File: config.mk
export PLATFORM = sky130hd
export DESIGN_NAME = aux_clock_control
export DESIGN_NICKNAME = d
export VERILOG_FILES = /design/src/hw/aux_clock_control.v /design/src/hw/tick_divider.v
export VERILOG_INCLUDE_DIRS = /design/src /design/src/hw
export SDC_FILE = /design/constraint.sdc
export NUM_CORES = 1
export LEC_CHECK = 0
export ABC_CLOCK_PERIOD_IN_PS = 7100
export BUFFER_PORTS_ARGS = -buffer_cell sky130_fd_sc_hd__buf_2
export CAP_MARGIN = 30
export CORE_MARGIN = 4
export CORE_UTILIZATION = 35
export DETAILED_ROUTE_END_ITERATION = 8
export SYNTH_ARGS = -nofsm -noshare
export SYNTH_HDL_FRONTEND = slang
export SYNTH_SLANG_ARGS = --single-unit
File: constraint.sdc
create_clock -name ref_clk -period 7.1 [get_ports ref_clk]
set_clock_uncertainty 0.15 [all_clocks]
set_input_delay 0.71 -clock ref_clk [delete_from_list [all_inputs] [get_ports ref_clk]]
set_output_delay 0.71 -clock ref_clk [all_outputs]
set_load 0.005 [all_outputs]
File: src/hw/aux_clock_map.vh
// register map, field positions, codes and counts of the aux clock / pll override block
`ifndef AUX_CLOCK_MAP_VH
`define AUX_CLOCK_MAP_VH

// ----------------------------------------
// register addresses (15-bit serial address)
// ----------------------------------------
`define ADDR_AUX_OUTPUT_CONTROL 15'h0057
`define ADDR_PLL_PIN_OVERRIDE   15'h0058
`define REG_RESET_VALUE         8'h00
`define UNMAPPED_READ_VALUE     8'h00

// ----------------------------------------
// aux_output_control fields
// ----------------------------------------
`define AUX_OUT_ENABLE_BIT      7
`define AUX_OUT_SELECT_MSB      2
`define AUX_OUT_SELECT_LSB      0
`define AUX_SEL_16UI            3'h0
`define AUX_SEL_32UI            3'h1
`define AUX_SEL_64UI            3'h2
`define AUX_SEL_TIMESTAMP       3'h3

// ----------------------------------------
// pll_pin_override fields
// ----------------------------------------
`define PLL_OVERRIDE_ENABLE_BIT 7
`define REF_OUT_D_MSB           5
`define REF_OUT_D_LSB           4
`define REF_OUT_C_MSB           3
`define REF_OUT_C_LSB           2
`define SINGLE_ENDED_REF_BIT    1
`define PLL_ENABLE_BIT          0
`define REF_SEL_OFF             2'h0
`define REF_SEL_DIV1            2'h1
`define REF_SEL_DIV2            2'h2
`define REF_SEL_DIV4            2'h3

// ----------------------------------------
// divider half-period counts, in input ticks
// ----------------------------------------
`define HALF_16UI               7'h08
`define HALF_32UI               7'h10
`define HALF_64UI               7'h20
`define HALF_DIV1               7'h01
`define HALF_DIV2               7'h02
`define HALF_DIV4               7'h04

// ----------------------------------------
// serial frame layout: rw bit, 15 address bits, 8 data bits
// ----------------------------------------
`define FRAME_BITS              5'h18
`define HEADER_BITS             5'h10

`endif

File: src/hw/aux_clock_control.v
// aux clock output and pll pin override control with its serial register port
//
// Contract
// - aux_output_control bit 7 disables (0) or enables (1) the aux output buffer and divider.
// - aux select 0, 1, 2 give a 16, 32, 64 UI clock; values 4 to 7 are reserved.
// - aux select 3 drives the aux output with the internally resampled timestamp input.
// - override bit 7 chooses pin control (0) or register control (1) of the pll.
// - the D select field steers output D only under override, else the config pins do.
// - D select 0 disables output D; 1, 2, 3 give the pll reference divided by 1, 2, 4.
// - output D never carries a clock unless output C carries one too.
// - the C select field steers output C only under override, else the config pins do.
// - C select 0 disables output C; 1, 2, 3 give the pll reference divided by 1, 2, 4.
// - under override bit 1 replaces the single-ended reference pin.
// - under override bit 0 replaces the pll enable pin.
`timescale 1ns/1ps
`default_nettype none
`include "aux_clock_map.vh"

module aux_clock_control (
    input  wire       ref_clk,             // 10 MHz register clock
    input  wire       reset_n,             // async reset, active low
    input  wire       spi_sclk,            // serial port clock pin
    input  wire       spi_cs_n,            // serial port select pin, active low
    input  wire       spi_sdi,             // serial data in pin
    output reg        spi_sdo,             // serial data out
    output reg        spi_sdo_oe,          // high while sdo is driven
    input  wire       ui_tick,             // serializer pulse, one per UI
    input  wire       serializer_reinit,   // high while serializer restarts
    input  wire       timestamp_input,     // timestamp pin
    input  wire       ref_half_tick,       // pulse per pll reference half period
    input  wire       pll_enable_pin,      // pll enable config pin
    input  wire       single_ended_ref_pin,// single-ended reference config pin
    input  wire       clock_config_pin_a,  // clock config pin, low bit
    input  wire       clock_config_pin_b,  // clock config pin, high bit
    output wire       aux_out_pin,         // aux output
    output wire       aux_out_enable,      // aux buffer/divider powered
    output wire       pll_enable,          // effective pll enable
    output wire       single_ended_ref_clock, // effective single-ended ref select
    output wire       ref_out_c_pin,       // divided reference output C
    output wire       ref_out_d_pin        // divided reference output D
);

    // ----------------------------------------
    // declarations
    // ----------------------------------------
    localparam ST_IDLE = 3'b001;
    localparam ST_HEAD = 3'b010;
    localparam ST_DATA = 3'b100;

    reg  [7:0]  aux_output_control;
    reg  [7:0]  pll_pin_override;
    reg  [2:0]  state;
    reg  [4:0]  bit_cnt;
    reg  [15:0] header;
    reg  [7:0]  wr_shift;
    reg  [7:0]  rd_shift;
    reg  [2:0]  sclk_sync, cs_sync, sdi_sync, ts_sync, pen_sync, se_sync, cfa_sync, cfb_sync;
    reg         sclk_lvl, cs_lvl, ts_lvl, pen_lvl, se_lvl, cfa_lvl, cfb_lvl;
    reg         aux_mux;
    reg  [6:0]  aux_half;
    wire        sclk_rise, sclk_fall, frame_on;
    wire [1:0]  c_sel, d_sel;
    wire [2:0]  aux_sel;
    wire        aux_div_clk, c_clk, d_clk;

    // ----------------------------------------
    // helpers
    // ----------------------------------------
    // register readback; unmapped addresses read zero
    function [7:0] read_reg;
        input [14:0] addr;
        input [7:0]  aux_v;
        input [7:0]  ovr_v;
        begin
            if (addr == `ADDR_AUX_OUTPUT_CONTROL)
                read_reg = aux_v;
            else if (addr == `ADDR_PLL_PIN_OVERRIDE)
                read_reg = ovr_v;
            else
                read_reg = `UNMAPPED_READ_VALUE;
        end
    endfunction

    // half-period count for a reference divide select
    function [6:0] ref_half;
        input [1:0] sel;
        begin
            case (sel)
                `REF_SEL_DIV2: ref_half = `HALF_DIV2;
                `REF_SEL_DIV4: ref_half = `HALF_DIV4;
                default:       ref_half = `HALF_DIV1;
            endcase
        end
    endfunction

    // ----------------------------------------
    // pin synchronisers
    // ----------------------------------------
    // three stages; a level moves only once stages two and three agree
    always @(posedge ref_clk or negedge reset_n) begin
        if (!reset_n) begin
            sclk_sync <= 3'h0;
            cs_sync   <= 3'h7;
            sdi_sync  <= 3'h0;
            ts_sync   <= 3'h0;
            pen_sync  <= 3'h0;
            se_sync   <= 3'h0;
            cfa_sync  <= 3'h0;
            cfb_sync  <= 3'h0;
            sclk_lvl  <= 1'b0;
            cs_lvl    <= 1'b1;
            ts_lvl    <= 1'b0;
            pen_lvl   <= 1'b0;
            se_lvl    <= 1'b0;
            cfa_lvl   <= 1'b0;
            cfb_lvl   <= 1'b0;
        end else begin
            sclk_sync <= {sclk_sync[1:0], spi_sclk};
            cs_sync   <= {cs_sync[1:0], spi_cs_n};
            sdi_sync  <= {sdi_sync[1:0], spi_sdi};
            ts_sync   <= {ts_sync[1:0], timestamp_input};
            pen_sync  <= {pen_sync[1:0], pll_enable_pin};
            se_sync   <= {se_sync[1:0], single_ended_ref_pin};
            cfa_sync  <= {cfa_sync[1:0], clock_config_pin_a};
            cfb_sync  <= {cfb_sync[1:0], clock_config_pin_b};
            if (sclk_sync[1] == sclk_sync[2]) sclk_lvl <= sclk_sync[2];
            if (cs_sync[1] == cs_sync[2])     cs_lvl   <= cs_sync[2];
            if (ts_sync[1] == ts_sync[2])     ts_lvl   <= ts_sync[2];
            if (pen_sync[1] == pen_sync[2])   pen_lvl  <= pen_sync[2];
            if (se_sync[1] == se_sync[2])     se_lvl   <= se_sync[2];
            if (cfa_sync[1] == cfa_sync[2])   cfa_lvl  <= cfa_sync[2];
            if (cfb_sync[1] == cfb_sync[2])   cfb_lvl  <= cfb_sync[2];
        end
    end

    assign sclk_rise = (sclk_sync[1] == sclk_sync[2]) && sclk_sync[2] && !sclk_lvl;
    assign sclk_fall = (sclk_sync[1] == sclk_sync[2]) && !sclk_sync[2] && sclk_lvl;
    assign frame_on  = !cs_lvl;

    // ----------------------------------------
    // serial register port
    // ----------------------------------------
    // sclk must stay well below ref_clk/8 so each level survives the filter
    always @(posedge ref_clk or negedge reset_n) begin
        if (!reset_n) begin
            state              <= ST_IDLE;
            bit_cnt            <= 5'h00;
            header             <= 16'h0000;
            wr_shift           <= 8'h00;
            rd_shift           <= 8'h00;
            spi_sdo            <= 1'b0;
            spi_sdo_oe         <= 1'b0;
            aux_output_control <= `REG_RESET_VALUE;
            pll_pin_override   <= `REG_RESET_VALUE;
        end else if (!frame_on) begin
            state      <= ST_IDLE;
            bit_cnt    <= 5'h00;
            spi_sdo_oe <= 1'b0;
        end else begin
            case (state)
                ST_IDLE: begin
                    state   <= ST_HEAD;
                    bit_cnt <= 5'h00;
                end
                ST_HEAD: begin
                    if (sclk_rise) begin
                        header  <= {header[14:0], sdi_sync[2]};
                        bit_cnt <= bit_cnt + 5'h01;
                        if (bit_cnt + 5'h01 == `HEADER_BITS) begin
                            state    <= ST_DATA;
                            rd_shift <= read_reg(header[13:0] == 14'h0000 && sdi_sync[2]
                                                 ? 15'h0001 : {header[13:0], sdi_sync[2]},
                                                 aux_output_control, pll_pin_override);
                        end
                    end
                end
                ST_DATA: begin
                    // read: shift data out on falling edges, msb first
                    if (sclk_fall && header[15] && bit_cnt < `FRAME_BITS) begin
                        spi_sdo    <= rd_shift[7];
                        spi_sdo_oe <= 1'b1;
                        rd_shift   <= {rd_shift[6:0], 1'b0};
                    end
                    if (sclk_rise && bit_cnt < `FRAME_BITS) begin
                        wr_shift <= {wr_shift[6:0], sdi_sync[2]};
                        bit_cnt  <= bit_cnt + 5'h01;
                        // write commits on the last bit; whole byte kept for readback
                        if (bit_cnt + 5'h01 == `FRAME_BITS && !header[15]) begin
                            if (header[14:0] == `ADDR_AUX_OUTPUT_CONTROL)
                                aux_output_control <= {wr_shift[6:0], sdi_sync[2]};
                            if (header[14:0] == `ADDR_PLL_PIN_OVERRIDE)
                                pll_pin_override <= {wr_shift[6:0], sdi_sync[2]};
                        end
                    end
                end
                default: state <= ST_IDLE;
            endcase
        end
    end

    // ----------------------------------------
    // aux output path
    // ----------------------------------------
    assign aux_out_enable = aux_output_control[`AUX_OUT_ENABLE_BIT];
    assign aux_sel = aux_output_control[`AUX_OUT_SELECT_MSB:`AUX_OUT_SELECT_LSB];

    // source pick; select is assumed steady while enabled, so no glitch-free mux
    always @* begin
        aux_half = `HALF_16UI;
        aux_mux  = 1'b0;
        case (aux_sel)
            `AUX_SEL_16UI: begin
                aux_half = `HALF_16UI;
                aux_mux  = aux_div_clk;
            end
            `AUX_SEL_32UI: begin
                aux_half = `HALF_32UI;
                aux_mux  = aux_div_clk;
            end
            `AUX_SEL_64UI: begin
                aux_half = `HALF_64UI;
                aux_mux  = aux_div_clk;
            end
            `AUX_SEL_TIMESTAMP: aux_mux = ts_lvl;
            default:            aux_mux = 1'b0;
        endcase
    end

    // serializer restart drops the divided clock and restarts its phase
    tick_divider aux_divider (
        .ref_clk    (ref_clk),
        .reset_n    (reset_n),
        .tick       (ui_tick),
        .half_count (aux_half),
        .run        (aux_out_enable && !serializer_reinit),
        .clk_out    (aux_div_clk)
    );

    assign aux_out_pin = aux_out_enable && aux_mux;

    // ----------------------------------------
    // pll pin override
    // ----------------------------------------
    // register values only count while override is set
    assign pll_enable = pll_pin_override[`PLL_OVERRIDE_ENABLE_BIT]
                      ? pll_pin_override[`PLL_ENABLE_BIT] : pen_lvl;
    assign single_ended_ref_clock = pll_pin_override[`PLL_OVERRIDE_ENABLE_BIT]
                      ? pll_pin_override[`SINGLE_ENDED_REF_BIT] : se_lvl;
    assign c_sel = pll_pin_override[`PLL_OVERRIDE_ENABLE_BIT]
                 ? pll_pin_override[`REF_OUT_C_MSB:`REF_OUT_C_LSB]
                 : {cfb_lvl, cfa_lvl};
    assign d_sel = pll_pin_override[`PLL_OVERRIDE_ENABLE_BIT]
                 ? pll_pin_override[`REF_OUT_D_MSB:`REF_OUT_D_LSB]
                 : {cfb_lvl, cfa_lvl};

    tick_divider ref_c_divider (
        .ref_clk    (ref_clk),
        .reset_n    (reset_n),
        .tick       (ref_half_tick),
        .half_count (ref_half(c_sel)),
        .run        (c_sel != `REF_SEL_OFF),
        .clk_out    (c_clk)
    );

    // d is held off whenever c is off
    tick_divider ref_d_divider (
        .ref_clk    (ref_clk),
        .reset_n    (reset_n),
        .tick       (ref_half_tick),
        .half_count (ref_half(d_sel)),
        .run        (d_sel != `REF_SEL_OFF && c_sel != `REF_SEL_OFF),
        .clk_out    (d_clk)
    );

    assign ref_out_c_pin = c_clk;
    assign ref_out_d_pin = d_clk;

endmodule

`default_nettype wire

File: src/hw/tick_divider.v
// tick-driven clock divider that toggles its output every programmed number of ticks
`timescale 1ns/1ps
`default_nettype none

module tick_divider (
    input  wire       ref_clk,     // block clock
    input  wire       reset_n,     // async reset, active low
    input  wire       tick,        // one-cycle pulse per source event
    input  wire [6:0] half_count,  // ticks per output half period
    input  wire       run,         // low holds the output low
    output reg        clk_out      // divided clock, registered
);

    reg [6:0] count;

    // ----------------------------------------
    // divider core
    // ----------------------------------------
    // restarting from zero on stop keeps the first period after enable whole
    always @(posedge ref_clk or negedge reset_n) begin
        if (!reset_n) begin
            count   <= 7'h00;
            clk_out <= 1'b0;
        end else if (!run) begin
            count   <= 7'h00;
            clk_out <= 1'b0;
        end else if (tick) begin
            if (count + 7'h01 >= half_count) begin
                count   <= 7'h00;
                clk_out <= ~clk_out;
            end else begin
                count <= count + 7'h01;
            end
        end
    end

endmodule

`default_nettype wire

# Word-level counts from Yosys, hierarchy flattened
# Cells that the tools add are included.
dict set report totals {
  ramBits 0
  romBits 0
  mem_count 0
  input_bits 13
  latch_bits 0
  elab_cells 159
  reg_bits 112
}
dict set report classes {
  n_lt_le_gt_ge 4
  muxes 44
  n_addsub 4
  n_reduce_logical 37
  n_div 0
  bitwise_logic 4
  n_shift 0
  mul 0
  eq_ne 36
}
# op n
set ops {}
lappend ops {{$mux W7} 9}
lappend ops {{$eq A15 B7 Y1 const B} 4}
lappend ops {{$mux W8} 5}
lappend ops {{$add A7 B1 Y7 const B} 3}
lappend ops {{$ne A2 B2 Y1 const B} 10}
lappend ops {{$pmux W8 S2} 1}
lappend ops {{$mux W15} 1}
lappend ops {{$mux W5} 3}
lappend ops {{$pmux W5 S3} 1}
lappend ops {{$reduce_and A3 Y1} 5}
lappend ops {{$reduce_and A5 Y1} 3}
lappend ops {{$ge A7 B3 Y1} 2}
lappend ops {{$logic_not A14 Y1} 1}
lappend ops {{$mux W1} 14}
lappend ops {{$logic_and A1 B1 Y1} 12}
lappend ops {{$pmux W3 S2} 2}
lappend ops {{$pmux W6 S2} 1}
lappend ops {{$eq A5 B5 Y1 const B} 2}
lappend ops {{$reduce_bool A2 Y1} 5}
lappend ops {{$eq A3 B2 Y1 const B} 3}
lappend ops {{$mux W3} 3}
lappend ops {{$ne A3 B3 Y1 const B} 3}
lappend ops {{$pmux W3 S3} 1}
lappend ops {{$eq A2 B2 Y1 const B} 4}
lappend ops {{14 further kinds} 31}

# Logic depth before layout (Yosys ltp)
dict set report logic_depth {
  depth_word 9
  ltp_mapped 10
}

# By module
# From an unflattened synthesis, not the netlist that was laid out.
dict set report hier_totals {
  cells_unflattened 504
  area_unflattened_um2 5621.6
}
# mod seq_area_each_um2 n_inst cells_per_inst area_per_inst_um2
set by_module_without_submodules {}
lappend by_module_without_submodules {aux_clock_control 2208.4 1 306 3718.6}
lappend by_module_without_submodules {tick_divider 200.2 3 66 634.4}

# Worst setup path before layout
# OpenSTA, ideal clock, no wires.
dict set report synth_path {
  path_kind {register to register}
  from {reg sclk_sync[1]}
  to {reg pll_pin_override[0]}
  path_slack_ns 4.529
  setup_time_ns 0.125
  t_arrival_ns 2.296
  required_time_ns 6.825
  path_buffers 2
  path_stages_with_launch 9
  period_less_slack_ns 2.571
  cell_sequence {dfrtp_1 -> ha_1 -> nor2b_1 -> clkbuf_1 -> nand4_1 -> nand4bb_1 -> or4_1 -> buf_4 -> mux2_4}
}
dict set report synth_between {
  elab_chain_cells 5
}
# item line_no
set synth_lines {}
lappend synth_lines {{start, declared} aux_clock_control.v:57} ;# reg [2:0] sclk_sync, cs_sync, sdi_sync, ts_sync, pen_sync, se_sync, cfa_sync, cfb_sync;
lappend synth_lines {{start signal, assigned} aux_clock_control.v:118} ;# sclk_sync <= {sclk_sync[1:0], spi_sclk};
lappend synth_lines {{$eq A1 B1 Y1} aux_clock_control.v:136} ;# assign sclk_rise = (sclk_sync[1] == sclk_sync[2]) && sclk_sync[2] && !sclk_lvl;
lappend synth_lines {{$logic_and A1 B1 Y1 (2 in a row)} aux_clock_control.v:136}
lappend synth_lines {{$logic_and A1 B1 Y1 (no source line)} -}
lappend synth_lines {{$reduce_and A5 Y1 (no source line)} -}
lappend synth_lines {{end signal, assigned} aux_clock_control.v:154} ;# pll_pin_override <= `REG_RESET_VALUE;
lappend synth_lines {{end signal, assigned} aux_clock_control.v:192} ;# pll_pin_override <= {wr_shift[6:0], sdi_sync[2]};
lappend synth_lines {{end, declared} aux_clock_control.v:51} ;# reg [7:0] pll_pin_override;
# No other way between the ends.
# A chain may end at the register's enable or synchronous reset.

# Worst setup path after layout
dict set report layout_path {
  from {reg sclk_sync[1]}
  to {reg pll_pin_override[2]}
}
# The elaborated chain is that of the path after synthesis.

==> impl_metrics.py <==
metrics = {
    "run_status": {
        "status": "completed",
    },
    "final_layout": {
        "most-common-layout-cells": "dfrtp_1, mux2_2, nand2_1",
        "final_util_pct": 40.7,
        "syn2layout_area_growth_pct": 12.4,
        "final_nets": 486,
        "layout_commonest_cell": "dfrtp_1",
        "diodes": 0,
        "drive_gt1_share_pct": 19.7,
    },
    "timing": {
        "fmax_ghz": 0.335,
        "worstMarginPinSlew_ns": 1.03,
        "setup_viol": 0,
        "maxSlewHeadroom_pct": 30.5,
        "drv_slew": 0,
        "fin_crit_ns": 2.98,
        "rsz0062_at_grt": "false",
        "post-route-period-util_pct": 42.0,
        "finalSetupTns_ns": 0,
        "report.final.hold_viol_count": 0,
    },
    "synth": {
        "syn_nets": 460,
        "synth_top_area_share_pct": 52.4,
        "synth_top_area_cell": "dfrtp_1",
        "yosys_warnings": 0,
        "synth_cell_types": 56,
        "ys_seq_elements": 112,
        "synth_area_leaders": "dfrtp_1, mux2_2, ha_1",
        "async_reset_ff_share_pct": 100,
        "syn-mean-instance-area_um2": 11.9,
        "syn-cell-area_um2": 5110,
        "ys_seq_area_share_pct": 55.0,
        "syn_inst": 431,
        "synth-main-ff-cell": "dfrtp_1",
        "synth_edf_count": 0,
    },
    "critical_path": {
        "criticalPathCategory": "reg2reg",
        "startpoint_type": "register",
        "worst-path-stages": 6,
        "r2r.worst_path.cells": 6,
        "path_buf_inv": 0,
        "critPathTopFamily": "simple AND/OR/NAND/NOR gates",
        "critPathMaxStageDelay_ns": 0.74,
        "arrival_ns": 3.06,
        "worstPathCellList": "ha_1 -> nor2b_1 -> nand4_1 -> nand4bb_1 -> or4_1 -> mux2_4",
        "worstSetupEndpointType": "register",
        "cp.required_ns": 7.18,
        "cp_slowest_cell": "or4_1",
        "path_max_fanout": 8,
    },
    "grt": {
        "grt_pass1_vias": 3233,
        "grt.total_usage_pct": 11.6,
        "grt_max_degree": 77,
        "overflow": 0,
        "antenna_found_initial": 0,
        "grt_first_pass_wirelength_um": 15400,
    },
    "floorplanning": {
        "start_util_pct": 36.2,
        "dieArea_um2": 16600,
        "fp.dieW_um": 129,
        "core_area_um2": 14100,
        "die_h_um": 129,
        "pin_count": 21,
        "rows": 43,
    },
    "clock_tree": {
        "cts_root_buf": "clkbuf_16",
        "cts_buffers": 9,
        "cts_setup_buffers": 0,
        "clock-sinks": 112,
        "clk_pin_slew_ns": 0.07,
        "cts_tree": "done",
        "clockBufferDepth": 2,
        "cts_hold_buf": 0,
        "insertion_delay_ns": 0.34,
        "cts-resized-gates": 0,
        "cts-htree-levels": 3,
    },
    "drt": {
        "drc_errors": 0,
        "vias": 3241,
        "drt_first_pass_iters": 4,
        "wirelength_um": 9090,
        "viasPerCell": 5.05,
        "drt_iter0_drc": 153,
        "ant_nets": 0,
        "wl_per_cell_um": 14.2,
    },
    "pwr": {
        "totalPowerFinal_w": 0.00138,
        "ir_drop_uv": 107,
        "power_leakage_nw": 2.67,
        "cellPowerDensity_nw_per_um2": 241,
    },
    "placement": {
        "portBuffers": 20,
        "dp_hpwl_um": 6530,
        "gp_congestion": 0.764,
    },
    "job": {
        "drv_cap": 0,
    },
    "worst_hold_path": {
        "worstHoldPathType": "in2async",
    },
}
## worst paths after layout
check	start	end	slack (ns)
setup / recovery	sclk_sync[1]	pll_pin_override[2]	4.12
hold / removal	reset_n	ref_c_divider.count[4]	0.17
setup reg to reg	sclk_sync[1]	pll_pin_override[2]	4.12
hold reg to reg	sdi_sync[1]	sdi_sync[2]	0.20
max in group asynchronous	reset_n	state[0]	5.59
min in group ref_clk	sdi_sync[1]	sdi_sync[2]	0.20
## power by group
part	switching, W	total [W]	leakage [nW]	internal, W
clock	0.000221	0.000505	0.139	0.000284
combinational	0.0000899	0.000169	1.06	0.0000792
sequential	0.0000358	0.000710	1.48	0.000674
total	0.000346	0.00138	2.67	0.00104
## cell usage after synthesis (all sizes together), types with 5 or more instances
library cell and instances:
mux2 45, nor2b 11, nand2 36, ha 16, nor2 17, a21o 5, clkbuf 6, nand3 13
nor3 6, a21oi 14, dfstp 5, inv 11, dfrtp 107, maj3 6, nand4 6, xor2 6
nand2b 19, nand4b 5, and2 14, o21ai 18
## cells by family (layout without fill, tap and decap cells)
family          count (synthesis)  count (layout)  share of synthesized area [%]
buf+inv                        18              49                           1.40
fa+ha+maj                      22              22                           5.09
simple gates                  157             157                           17.6
compound gates                 63              63                           7.94
xor+xnor                       10              10                           1.71
mux                            49              49                           11.3
flops                         112             112                           55.0
## layout make-up
class	count	area, µm²
flip-flops and latches	112	2810
inverters	11	41.3
multi-input cells	301	2230
well taps	180	225
clock inverters	4	53.8
repair buffers	22	138
clock buffers	12	246
fillers	1336	8350
## metrics by stage
step                      worst slack (ns)  hold slack, ns  std cells  cell area, µm²
after floorplan                       4.53           0.181        431            5110
final                                 4.12           0.173        642            5740
after detailed placement              4.10           0.185        625            5410
after CTS                             4.07           0.179        641            5710
after global routing                  3.89           0.199        642            5740
after global placement                4.19           0.186        625            5410
## worst register-to-register path, stage by stage, from the launching register on
cell and delay, ns:
dfrtp_1 0.37, ha_1 0.15, nor2b_1 0.35, nand4_1 0.40, nand4bb_1 0.32, or4_1 0.74
mux2_4 0.39
## per-layer routing
| metal | vias to the layer above | part of all wire [%] | global-route usage [%] |
|---|---|---|---|
| met1 | 1592 | 48 | 14.9 |
| li1 | 1606 | - | - |
| met2 | 31 | 48 | 18.8 |
| met3 | 12 | 2.9 | 3.07 |
| met4 | 0 | 1.6 | 4.39 |
| met5 | - | 0 | 0 |
## registers in the layout, indices dropped and copies added, names as in the netlist, 3 cells and up
register             count
se_sync                  3
pen_sync                 3
sdi_sync                 3
aux_output_control       8
rd_shift                 8
sclk_sync                3
wr_shift                 7
state                    3
ref_c_divider.count      7
cs_sync                  3
bit_cnt                  5
pll_pin_override         8
ts_sync                  3
aux_divider.count        7
header                  16
cfb_sync                 3
cfa_sync                 3
ref_d_divider.count      7
(Power assumes the default switching activity.)
